--- src/design/eeprom_pkg.sv ---
/*
   Package for the serial EEPROM write-control block: command codes, field widths,
   job and state types and timing counts.
   Assumes a 125 MHz core clock that samples the slow serial pins.
*/
package eeprom_pkg;
   localparam int unsigned CLK_PERIOD_PS   = 8000;          // Core clock period in ps.
   localparam int unsigned GLITCH_NS       = 20;            // Widest pulse the filter rejects.
   localparam int unsigned GLITCH_CYC      = (GLITCH_NS * 1000 + CLK_PERIOD_PS - 1) / CLK_PERIOD_PS + 1;
   localparam int unsigned PROG_MS         = 8;             // Longest internal programming time.
   localparam int unsigned PROG_CYC        = (PROG_MS * 1000000) / (CLK_PERIOD_PS / 1000); // Kept in ns to stay in 32 bits.
   localparam int unsigned WORD_W          = 16;            // Data word width.
   localparam int unsigned OP_W            = 2;             // Opcode width after the start bit.
   localparam logic [15:0] ERASED_WORD     = 16'hFFFF;      // Value of an erased word.
   // Opcodes; the extended group uses opcode 00 and the top two address bits.
   localparam logic [1:0]  OP_EXT          = 2'h0;
   localparam logic [1:0]  OP_WRITE        = 2'h1;
   localparam logic [1:0]  OP_READ         = 2'h2;
   localparam logic [1:0]  OP_ERASE        = 2'h3;
   localparam logic [1:0]  EXT_DISABLE     = 2'h0;          // program_disable_cmd
   localparam logic [1:0]  EXT_FILL        = 2'h1;          // fill_all_words
   localparam logic [1:0]  EXT_ERASE_ALL   = 2'h2;          // erase_all_words
   localparam logic [1:0]  EXT_ENABLE      = 2'h3;          // program_enable_cmd

   typedef enum logic [2:0] {
      CMD_NONE = 3'h0, CMD_WRITE = 3'h1, CMD_ERASE = 3'h2, CMD_FILL = 3'h3, CMD_ERASE_ALL = 3'h4
   } prog_cmd_e;

   // One programming job handed from the command decoder to the array writer.
   typedef struct packed {
      prog_cmd_e   cmd;
      logic [7:0]  addr;
      logic [15:0] data;
   } prog_job_s;

   typedef enum logic [2:0] {
      ST_IDLE = 3'b001, ST_BUSY = 3'b010, ST_DONE = 3'b100
   } prog_state_e;
endpackage

--- src/design/eeprom_write_ctrl.sv ---
/*
   Write-side command logic of a 3-wire serial EEPROM of 16-bit words, with the word
   array held in flip-flops.
   Assumes select, serial clock and serial input arrive asynchronously from a host and
   that the low-supply detector output is an asynchronous level.
*/
module eeprom_write_ctrl #(
   parameter int unsigned ADDR_W   = 6,                        // Word address width.
   parameter int unsigned PROG_CYC = eeprom_pkg::PROG_CYC      // Programming time in cycles.
) (
   input  wire logic core_clk_i,       // Core clock, 125 MHz.
   input  wire logic resetn_i,         // Asynchronous reset, active low.
   input  wire logic select_i,         // Device select pin.
   input  wire logic serial_clock_in_i,// Serial clock pin.
   input  wire logic serial_in_i,      // Serial data input pin.
   input  wire logic low_supply_i,     // Low-supply detector, high while tripped.
   output logic      serial_out_o,     // Serial output level.
   output logic      serial_out_oe_n_o,// Serial output enable, low while driving.
   output logic      prog_enabled_o,   // High in program-enable mode.
   output logic      busy_o            // High while the array is being programmed.
);
   localparam int unsigned LEN_SHORT = 1 + eeprom_pkg::OP_W + ADDR_W;
   localparam int unsigned LEN_DATA  = LEN_SHORT + eeprom_pkg::WORD_W;
   localparam int unsigned WORDS     = 1 << ADDR_W;

   // The shifter holds at most a 27-bit frame, so wider addresses cannot be served.
   if (ADDR_W < 2 || ADDR_W > 8) begin : g_bad_addr_w
      $error("ADDR_W must be 2..8");
   end
   if (PROG_CYC < 2) begin : g_bad_prog_cyc
      $error("PROG_CYC must be at least 2");
   end

   ////////////////////////////////////////////////////////////////////////////////
   // Input synchronisers and glitch filters.
   logic [2:0] meta_q, sync_q, filt_q;
   logic [2:0][4:0] glitch_cnt_q;
   always_ff @(posedge core_clk_i or negedge resetn_i) begin
      if (!resetn_i) begin
         meta_q <= 3'h0;
         sync_q <= 3'h0;
      end else begin
         meta_q <= {serial_in_i, serial_clock_in_i, select_i};
         sync_q <= meta_q;
      end
   end

   // A level must hold longer than the rejection width before it is taken.
   always_ff @(posedge core_clk_i or negedge resetn_i) begin
      if (!resetn_i) begin
         filt_q       <= 3'h0;
         glitch_cnt_q <= '0;
      end else begin
         for (int i = 0; i < 3; i++) begin
            if (sync_q[i] == filt_q[i]) begin
               glitch_cnt_q[i] <= 5'h0;
            end else if (glitch_cnt_q[i] == 5'(eeprom_pkg::GLITCH_CYC - 1)) begin
               filt_q[i]       <= sync_q[i];
               glitch_cnt_q[i] <= 5'h0;
            end else begin
               glitch_cnt_q[i] <= glitch_cnt_q[i] + 5'h1;
            end
         end
      end
   end

   logic low_meta_q, low_q;
   always_ff @(posedge core_clk_i or negedge resetn_i) begin
      if (!resetn_i) begin
         low_meta_q <= 1'b1;
         low_q      <= 1'b1;
      end else begin
         low_meta_q <= low_supply_i;
         low_q      <= low_meta_q;
      end
   end

   logic sel, sck, sdi, sck_prev_q, sel_prev_q, sck_rise, sel_fall, sel_rise;
   assign sel = filt_q[0];
   assign sck = filt_q[1];
   assign sdi = filt_q[2];
   always_ff @(posedge core_clk_i or negedge resetn_i) begin
      if (!resetn_i) begin
         sck_prev_q <= 1'b0;
         sel_prev_q <= 1'b0;
      end else begin
         sck_prev_q <= sck;
         sel_prev_q <= sel;
      end
   end
   assign sck_rise = sck & ~sck_prev_q;
   assign sel_fall = ~sel & sel_prev_q;
   assign sel_rise = sel & ~sel_prev_q;

   ////////////////////////////////////////////////////////////////////////////////
   // Command shifter: counts clocks after the start bit, saturating at 63.
   logic        started_q;
   logic [5:0]  bit_cnt_q;
   logic [26:0] shift_q;
   logic        prog_busy;
   always_ff @(posedge core_clk_i or negedge resetn_i) begin
      if (!resetn_i) begin
         started_q <= 1'b0;
         bit_cnt_q <= 6'h0;
         shift_q   <= '0;
      end else if (!sel || prog_busy) begin
         started_q <= 1'b0;
         bit_cnt_q <= 6'h0;
      end else if (sck_rise) begin
         if (!started_q) begin
            if (sdi) begin
               started_q <= 1'b1;
               bit_cnt_q <= 6'h1;
            end
         end else begin
            shift_q <= {shift_q[25:0], sdi};
            if (bit_cnt_q != 6'h3F) bit_cnt_q <= bit_cnt_q + 6'h1;
         end
      end
   end

   // Field extraction depends on whether the data field was sent.
   logic [1:0]        op_s, op_l;
   logic [ADDR_W-1:0] addr_s, addr_l;
   logic [15:0]       data_l;
   assign op_s   = shift_q[ADDR_W+1:ADDR_W];
   assign addr_s = shift_q[ADDR_W-1:0];
   assign op_l   = shift_q[ADDR_W+17:ADDR_W+16];
   assign addr_l = shift_q[ADDR_W+15:16];
   assign data_l = shift_q[15:0];

   ////////////////////////////////////////////////////////////////////////////////
   // Decode at select fall; exact length match only.
   eeprom_pkg::prog_state_e state_q;
   eeprom_pkg::prog_job_s job_q;
   logic                enable_q;
   logic                short_ok, long_ok, launch;
   logic [1:0]          ext_s, ext_l;
   assign short_ok  = started_q && bit_cnt_q == 6'(LEN_SHORT);
   assign long_ok   = started_q && bit_cnt_q == 6'(LEN_DATA);
   assign ext_s     = addr_s[ADDR_W-1:ADDR_W-2];
   assign ext_l     = addr_l[ADDR_W-1:ADDR_W-2];
   assign prog_busy = state_q == eeprom_pkg::ST_BUSY;

   eeprom_pkg::prog_cmd_e cmd_d;
   always_comb begin
      cmd_d = eeprom_pkg::CMD_NONE;
      if (short_ok && op_s == eeprom_pkg::OP_ERASE)
         cmd_d = eeprom_pkg::CMD_ERASE;
      else if (short_ok && op_s == eeprom_pkg::OP_EXT && ext_s == eeprom_pkg::EXT_ERASE_ALL)
         cmd_d = eeprom_pkg::CMD_ERASE_ALL;
      else if (long_ok && op_l == eeprom_pkg::OP_WRITE)
         cmd_d = eeprom_pkg::CMD_WRITE;
      else if (long_ok && op_l == eeprom_pkg::OP_EXT && ext_l == eeprom_pkg::EXT_FILL)
         cmd_d = eeprom_pkg::CMD_FILL;
   end
   assign launch = sel_fall && !prog_busy && enable_q && !low_q
                   && cmd_d != eeprom_pkg::CMD_NONE;

   // Program mode register; the supply lockout wins over any enable.
   always_ff @(posedge core_clk_i or negedge resetn_i) begin
      if (!resetn_i) begin
         enable_q <= 1'b0;
      end else if (low_q) begin
         enable_q <= 1'b0;
      end else if (sel_fall && short_ok && op_s == eeprom_pkg::OP_EXT) begin
         if (ext_s == eeprom_pkg::EXT_ENABLE) enable_q <= 1'b1;
         if (ext_s == eeprom_pkg::EXT_DISABLE) enable_q <= 1'b0;
      end
   end

   ////////////////////////////////////////////////////////////////////////////////
   // Two-entry job buffer between decoder and array writer.
   eeprom_pkg::prog_job_s buf_q [2];
   logic [1:0] buf_cnt_q;
   logic       buf_rd_q, buf_wr_q, in_valid, in_ready, out_valid, out_ready;
   assign in_valid  = launch;
   assign in_ready  = buf_cnt_q != 2'h2;
   assign out_valid = buf_cnt_q != 2'h0;
   assign out_ready = state_q == eeprom_pkg::ST_IDLE && !low_q;
   always_ff @(posedge core_clk_i or negedge resetn_i) begin
      if (!resetn_i) begin
         buf_cnt_q <= 2'h0;
         buf_rd_q  <= 1'b0;
         buf_wr_q  <= 1'b0;
         buf_q[0]  <= '0;
         buf_q[1]  <= '0;
      end else if (low_q) begin
         buf_cnt_q <= 2'h0;
         buf_rd_q  <= 1'b0;  // Pointers restart with the count, else a stale entry is read.
         buf_wr_q  <= 1'b0;
      end else begin
         if (in_valid && in_ready) begin
            buf_q[buf_wr_q].cmd  <= cmd_d;
            buf_q[buf_wr_q].addr <= 8'(long_ok ? addr_l : addr_s);
            buf_q[buf_wr_q].data <= data_l;
            buf_wr_q <= ~buf_wr_q;
         end
         if (out_valid && out_ready) buf_rd_q <= ~buf_rd_q;
         buf_cnt_q <= buf_cnt_q + 2'(in_valid && in_ready) - 2'(out_valid && out_ready);
      end
   end

   ////////////////////////////////////////////////////////////////////////////////
   // Array writer; memory changes only at the end of a full programming time.
   logic [15:0] mem_q [WORDS];
   logic [31:0] prog_cnt_q;
   always_ff @(posedge core_clk_i or negedge resetn_i) begin
      if (!resetn_i) begin
         state_q    <= eeprom_pkg::ST_IDLE;
         prog_cnt_q <= 32'h0;
         job_q      <= '0;
      end else begin
         case (state_q)
            eeprom_pkg::ST_IDLE: if (out_valid && out_ready) begin
               job_q      <= buf_q[buf_rd_q];
               prog_cnt_q <= 32'(PROG_CYC - 1);
               state_q    <= eeprom_pkg::ST_BUSY;
            end
            eeprom_pkg::ST_BUSY: if (prog_cnt_q == 32'h0) state_q <= eeprom_pkg::ST_DONE;
                     else prog_cnt_q <= prog_cnt_q - 32'h1;
            eeprom_pkg::ST_DONE: state_q <= eeprom_pkg::ST_IDLE;
            default: state_q <= eeprom_pkg::ST_IDLE;
         endcase
      end
   end

   // Commit at the final busy cycle; a low supply there leaves data unspecified only in the part.
   always_ff @(posedge core_clk_i or negedge resetn_i) begin
      if (!resetn_i) begin
         for (int i = 0; i < WORDS; i++) mem_q[i] <= eeprom_pkg::ERASED_WORD;
      end else if (prog_busy && prog_cnt_q == 32'h0) begin
         for (int i = 0; i < WORDS; i++) begin
            case (job_q.cmd)
               eeprom_pkg::CMD_WRITE:     if (job_q.addr == 8'(i)) mem_q[i] <= job_q.data;
               eeprom_pkg::CMD_ERASE:     if (job_q.addr == 8'(i)) mem_q[i] <= eeprom_pkg::ERASED_WORD;
               eeprom_pkg::CMD_FILL:      mem_q[i] <= job_q.data;
               eeprom_pkg::CMD_ERASE_ALL: mem_q[i] <= eeprom_pkg::ERASED_WORD;
               default:                   mem_q[i] <= mem_q[i];
            endcase
         end
      end
   end

   ////////////////////////////////////////////////////////////////////////////////
   // Serial output: status shown only while selected after a launch.
   logic verify_q;
   always_ff @(posedge core_clk_i or negedge resetn_i) begin
      if (!resetn_i) begin
         verify_q          <= 1'b0;
         serial_out_o      <= 1'b1;
         serial_out_oe_n_o <= 1'b1;
         prog_enabled_o    <= 1'b0;
         busy_o            <= 1'b0;
      end else begin
         if (launch) verify_q <= 1'b1;
         else if (sel && started_q) verify_q <= 1'b0;  // A new start bit releases the pin.
         serial_out_o      <= !(prog_busy || out_valid);
         serial_out_oe_n_o <= !(sel && verify_q && !started_q);
         prog_enabled_o    <= enable_q;
         busy_o            <= prog_busy || out_valid;
      end
   end
   // sel_rise kept for readability of the select edge pair.
   logic unused_rise;
   assign unused_rise = sel_rise;
endmodule // eeprom_write_ctrl

--- config.mk ---
export PLATFORM = sky130hd
export DESIGN_NAME = eeprom_write_ctrl
export DESIGN_NICKNAME = d
export VERILOG_FILES = /design/src/design/eeprom_pkg.sv /design/src/design/eeprom_write_ctrl.sv
export SDC_FILE = /design/constraint.sdc
export NUM_CORES = 1
export LEC_CHECK = 0
export BUFFER_PORTS_ARGS = -buffer_cell sky130_fd_sc_hd__clkbuf_2
export CORE_UTILIZATION = 25
export CTS_CLUSTER_SIZE = 24
export DETAILED_ROUTE_END_ITERATION = 12
export SLEW_MARGIN = 10
export SYNTH_ARGS = -nofsm -noshare
export SYNTH_HDL_FRONTEND = slang
export SYNTH_SLANG_ARGS = --single-unit
--- constraint.sdc ---
create_clock -name core_clk_i -period 2.5 [get_ports core_clk_i]
set_input_delay 0.375 -clock core_clk_i [delete_from_list [all_inputs] [get_ports core_clk_i]]
set_output_delay 0.375 -clock core_clk_i [all_outputs]
set_load 0.01 [all_outputs]
## After elaboration in Yosys (flattened, before gate mapping)

Cells that the tools add are included.

| word-level totals | value |
|---|---|
| register bits after elaboration | 102 |
| bits of input ports | 6 |
| word-level logic and storage cells | 140 |
| output and inout port bits | 4 |

| operators by class | value |
|---|---|
| eq/ne operators | 21 |
| reductions and logical operators | 48 |
| add/subtract/negate cells | 7 |
| bitwise gates (word level) | 8 |
| multiplexer cells | 32 |

Operators with widths:

| kind | number |
|---|---|
| $mux 32 | 2 |
| $pmux 32 s2 | 1 |
| $logic_not 32->1 | 1 |
| $sub 32x1->32 const B | 1 |
| $mux 5 | 6 |
| $mux 6 | 5 |
| $logic_and 1x1->1 | 20 |
| $add 5x1->5 const B | 3 |
| $eq 5x2->1 const B | 3 |
| $mux 3 | 4 |
| $mux 1 | 10 |
| $reduce_and 2->1 | 5 |
| $reduce_bool 2->1 | 5 |
| $reduce_and 3->1 | 3 |
| $reduce_bool 3->1 | 3 |
| $add 6x1->6 const B | 1 |
| $eq 2x2->1 const B | 3 |
| $eq 6x4->1 const B | 1 |
| $eq 6x5->1 const B | 1 |
| $logic_not 1->1 | 6 |
| $logic_not 2->1 | 3 |
| $mux 2 | 3 |
| $ne 6x6->1 const B | 1 |
| $not 1->1 | 6 |
| 12 further kinds | 19 |

## Logic depth before layout (Yosys ltp)

| logic depth | value |
|---|---|
| word-level depth | 14 |
| gate-level depth with buffers | 11 |
| mapped depth without buffers | 11 |

## Worst setup path before layout

Ideal clock, no wire load.

| timing | value |
|---|---|
| path kind | reg-to-reg |
| from | reg state_q[0] |
| to | reg buf_cnt_q[1] |
| clock period less this slack | 2.401 ns |
| stages on the path, launching flop included | 11 |
| path buffers | 1 |
| arrival time | 2.282 ns |
| setup slack | 0.099 ns |
| data required time | 2.381 ns |
| path through | dfstp_2 nand2b_1 or4_1 inv_1 buf_1 ha_1 inv_1 ha_1 xor2_1 xnor2_1 nor2_1 |

| on the way | value |
|---|---|
| word-level cells in the longest chain between the ends | 10 |

Ends and longest elaborated chain:

| element | line | source |
|---|---|---|
| from (decl) | eeprom_write_ctrl.sv:134 | `eeprom_pkg::prog_state_e state_q;` |
| from (signal assigned) | eeprom_write_ctrl.sv:210 | `state_q <= eeprom_pkg::ST_IDLE;` |
| from (signal assigned) | eeprom_write_ctrl.sv:218 | `state_q <= eeprom_pkg::ST_BUSY;` |
| from (signal assigned) | eeprom_write_ctrl.sv:220 | `eeprom_pkg::ST_BUSY: if (prog_cnt_q == 32'h0) state_q <= eeprom_pkg::ST_DONE;` |
| $eq 3x2->1 | eeprom_write_ctrl.sv:143 | `assign prog_busy = state_q == eeprom_pkg::ST_BUSY;` |
| $logic_not 1->1 | eeprom_write_ctrl.sv:157 | `assign launch = sel_fall && !prog_busy && enable_q && !low_q` |
| $logic_and 1x1->1 (3 in a row) | eeprom_write_ctrl.sv:157 |  |
| $logic_and 1x1->1 | eeprom_write_ctrl.sv:158 | `&& cmd_d != eeprom_pkg::CMD_NONE;` |
| $logic_and 1x1->1 | eeprom_write_ctrl.sv:200 | `buf_cnt_q <= buf_cnt_q + 2'(in_valid && in_ready) - 2'(out_valid && out_ready);` |
| $add 2x1->2 | eeprom_write_ctrl.sv:200 |  |
| $sub 2x1->2 (*) | eeprom_write_ctrl.sv:200 |  |
| $mux 2 (*) | eeprom_write_ctrl.sv:188 | `end else if (low_q) begin` |
| to (signal assigned) | eeprom_write_ctrl.sv:200 |  |
| to (decl) | eeprom_write_ctrl.sv:175 | `logic [1:0] buf_cnt_q;` |

Mark *: on every way between the ends. The rest lies on a longest branch, timed or not.
A chain may end at the register's enable or synchronous reset.

## Worst setup path after layout

| timing | value |
|---|---|
| from | reg prog_cnt_q[0] |
| to | reg prog_cnt_q[25] |

| on the way | value |
|---|---|
| word-level cells in the longest chain between the ends | 3 |

Ends and longest elaborated chain:

| element | line | source |
|---|---|---|
| from (decl) | eeprom_write_ctrl.sv:207 | `logic [31:0] prog_cnt_q;` |
| from (signal assigned) | eeprom_write_ctrl.sv:217 | `prog_cnt_q <= 32'(PROG_CYC - 1);` |
| from (signal assigned) | eeprom_write_ctrl.sv:221 | `else prog_cnt_q <= prog_cnt_q - 32'h1;` |
| $sub 32x1->32 or $logic_not 32->1 (tied branches) | - |  |
| $mux 32 or $ne 2x2->1 (tied branches) | - |  |
| $pmux 32 s2 or $reduce_and 3->1 (tied branches) | - |  |

Several ways; a longest one is shown, not always the timed one. The select of a mux whose other input is x is not followed.

==> flow_summary.yaml <==
pwr:
  p_sw_uw: 958
  power.total_mw: 3.71
  ir_worst_vdd_uv: 318
  leakagePower_nw: 2.50
  intPower_mw: 2.75
  seqPwrFrac: 0.496
  clkPwrFrac: 0.397
  p_comb_frac: 0.107
  power_density_mw_per_mm2: 689
  swShare: 0.258
worst_setup_path:
  crit_required_ns: 2.77
  cp_data_arrival_time_ns: 2.67
  start_kind: "flop"
  path_max_fanout: 11
  regToRegStartpoint: "prog_cnt_q[0]$_DFFE_PN0P_"
  rr_endpoint: "prog_cnt_q[25]$_DFFE_PN0P_"
  cp-end-kind: "flop"
  critPathKind: "flop to flop"
  r2r_slack_ns: 0.10
  reg2regPathDepth: 9
cells_and_area:
  drive_above_1_share: 0.215
  diodes: 0
  final_common_cell: "dfrtp_1"
  final_cell_mix: "dfrtp_1, mux2_2, nor2_1"
  fin_cells: 662
  area_growth_pct: 17.1
  nets: 442
  nFillCells: 1837
  design_area_mm2: 0.00538
sta:
  tightest_slew_ns: 0.735
  setup_ws_ns: 0.103
  slew_headroom: 0.504
  fmax_mhz: 417
  holdWs_ns: 0.106
  fin_crit_sh: 0.959
  report.final.setup_viol: 0
  skew_ns: 0.00842
  finalHoldViolCount: 0
  period_minus_slack_ns: 2.40
  slew_violations: 0
floorplanning:
  start_util: 0.256
  core-area_mm2: 0.0180
  die_area_mm2: 0.0189
  dieWidth_um: 138
  rows: 49
  die_h_um: 138
  io_pins: 10
clock_network:
  h-tree-depth: 3
  cts_buffer_depth: 2
  cts.reportedPaths.clkPinSlew_ns: 0.07
  cts_buffers: 9
  clk-insertion-delay-late_ns: 0.35
  cts_tree: "built"
  cts_sinks: 102
  cts-root-buf: "clkbuf_16"
grt:
  grt_max_degree: 40
  top_usage_layer: "met2"
  grt.met1_usage: 0.129
  grt_util_all_layers: 0.105
  first_global_vias: 3196
  antenna_found_initial: 0
  met2_usage: 0.172
  grt-ovfl-total: 0
  grt_pass1_wl_mm: 15.3
  met3_usage: 0.0309
routing:
  drc: 0
  avgViaCountPerCell: 4.77
  antenna_left: 0
  wl_per_cell_um: 13.8
  dr.first_iter.drc_count: 133
  wl_mm: 9.17
  num_vias: 3161
  dr.pass1.iters: 5
logic_synthesis:
  yosysWarningCount: 0
  synth_edf_count: 0
  synth-seq-cells: 102
  synth_cells: 400
  syn_nets: 414
  avgSynthCellArea_um2: 11.5
  synth_cell_types: 53
  synthFlopType: "dfrtp_1"
  async_reset_ff_frac: 1.00
  synth_area_mm2: 0.00460
  yosysSeqAreaShare: 0.557
placement:
  pre_cts_ws_ns: 0.0911
  finalWeightedCongestion: 0.859
  place.port_buffers: 9
  dpl.cell_count: 645
  placed_cell_area_mm2: 0.00503
  dpl.hpwl_mm: 6.41
flow_run:
  drv_cap: 0
hold_path:
  hold_depth: 1
  min-delay-start: "low_supply_i"
  hold_class: "input pin to flop"
  min_to: "low_meta_q$_DFF_PN1_"
run_status:
  status: "completed"
## area by class of cell
cell class,instances,area (µm²),area share
clock buffers,10,239,0.0444
well taps,229,287,0.0533
repair buffers,29,213,0.0395
flip-flops and latches,102,2560,0.476
inverters,12,45.0,0.00837
clock inverters,6,78.8,0.0147
multi-input cells,274,1960,0.364
## what timing repair did
| item | 4_1_cts | 5_1_grt |
|---|---|---|
| buffers inserted | 0 | 0 |
| gates resized for setup | 0 | 4 |
| endpoints found under the setup margin | 0 | 7 |
| hold buffers | 1 | 0 |
| hold endpoints to repair | 25 | 0 |
## registers in the layout (all words and copies together) (netlist names), 2 cells and up
signal        cells
glitch_cnt_q     15
shift_q          24
filt_q            3
state_q           3
bit_cnt_q         6
meta_q            3
prog_cnt_q       32
buf_cnt_q         2
sync_q            3
## through the flow
step	util	setup TNS (ns)
final	0.300	0
after global routing	0.300	-0.00632
after CTS	0.298	0
after detailed placement	0.280	0
after global placement	0.280	0
after floorplan	-	0
## per-layer routing
layer,share of wire,vias to the layer above
met3,0.041,12
met2,0.48,45
met4,0.014,0
met1,0.46,1566
li1,-,1538
met5,0,-
## worst max path at each step
stage                                          from                    endpoint  depth (start not counted)
final                     prog_cnt_q[0]$_DFFE_PN0P_  prog_cnt_q[25]$_DFFE_PN0P_                          9
after global routing      prog_cnt_q[0]$_DFFE_PN0P_  prog_cnt_q[29]$_DFFE_PN0P_                          9
after CTS                 prog_cnt_q[0]$_DFFE_PN0P_  prog_cnt_q[25]$_DFFE_PN0P_                          9
after detailed placement  prog_cnt_q[0]$_DFFE_PN0P_  prog_cnt_q[25]$_DFFE_PN0P_                          9
after global placement       state_q[0]$_DFFE_PN1P_  prog_cnt_q[30]$_DFFE_PN0P_                          5
after floorplan              state_q[0]$_DFFE_PN1P_      buf_cnt_q[1]$_DFF_PN0_                         10
## power groups by stage
| stage | clock network, mW | registers [mW] | logic (mW) |
|---|---|---|---|
| after floorplan | 0 | 1.85 | 0.250 |
| after global routing | 1.57 | 1.86 | 0.453 |
| after CTS | 1.50 | 1.84 | 0.395 |
| after detailed placement | 0 | 1.87 | 0.390 |
| after global placement | 0 | 1.87 | 0.365 |
| final | 1.47 | 1.84 | 0.396 |
## critical path, cell delays in order (launching register included)
cell     delay, ns
dfrtp_1       0.39
inv_1         0.09
ha_1          0.22
nor3b_1       0.15
buf_4         0.16
and3_1        0.20
a41o_1        0.27
buf_4         0.17
or4_1         0.52
a21oi_2       0.16
## kinds of logic after synthesis
kind of cell    after synthesis  synth area share
mux                          32            0.0770
fa+ha+maj                     8            0.0218
xor+xnor                     16            0.0305
flops                       102             0.557
compound gates               76             0.109
simple gates                142             0.184
buf+inv                      24            0.0210
## Yosys cell counts, drive strengths merged, types with 2 or more instances
cell,count,area share
a2111oi,3,0.0057
a211oi,2,0.0033
a21o,2,0.0033
a21oi,16,0.017
a31oi,2,0.0027
a41o,2,0.0044
and3,4,0.0054
and4,2,0.0038
buf,6,0.0063
clkbuf,6,0.0049
dfrtp,97,0.53
dfstp,5,0.029
ha,8,0.022
inv,12,0.0098
mux2,27,0.066
mux2i,5,0.011
nand2,23,0.019
nand2b,2,0.0027
nand3,16,0.017
nand4b,3,0.0071
nor2,26,0.021
nor2b,5,0.0068
nor3,7,0.0076
nor3b,3,0.0049
nor4,9,0.019
nor4b,6,0.011
nor4bb,2,0.0044
o211ai,4,0.0065
o21ai,20,0.022
o311ai,3,0.0057
o31ai,14,0.023
o41ai,4,0.0076
or2,4,0.0054
or3,12,0.017
or4,14,0.025
xnor2,8,0.015
xor2,8,0.015
(Power assumes the default switching activity.)
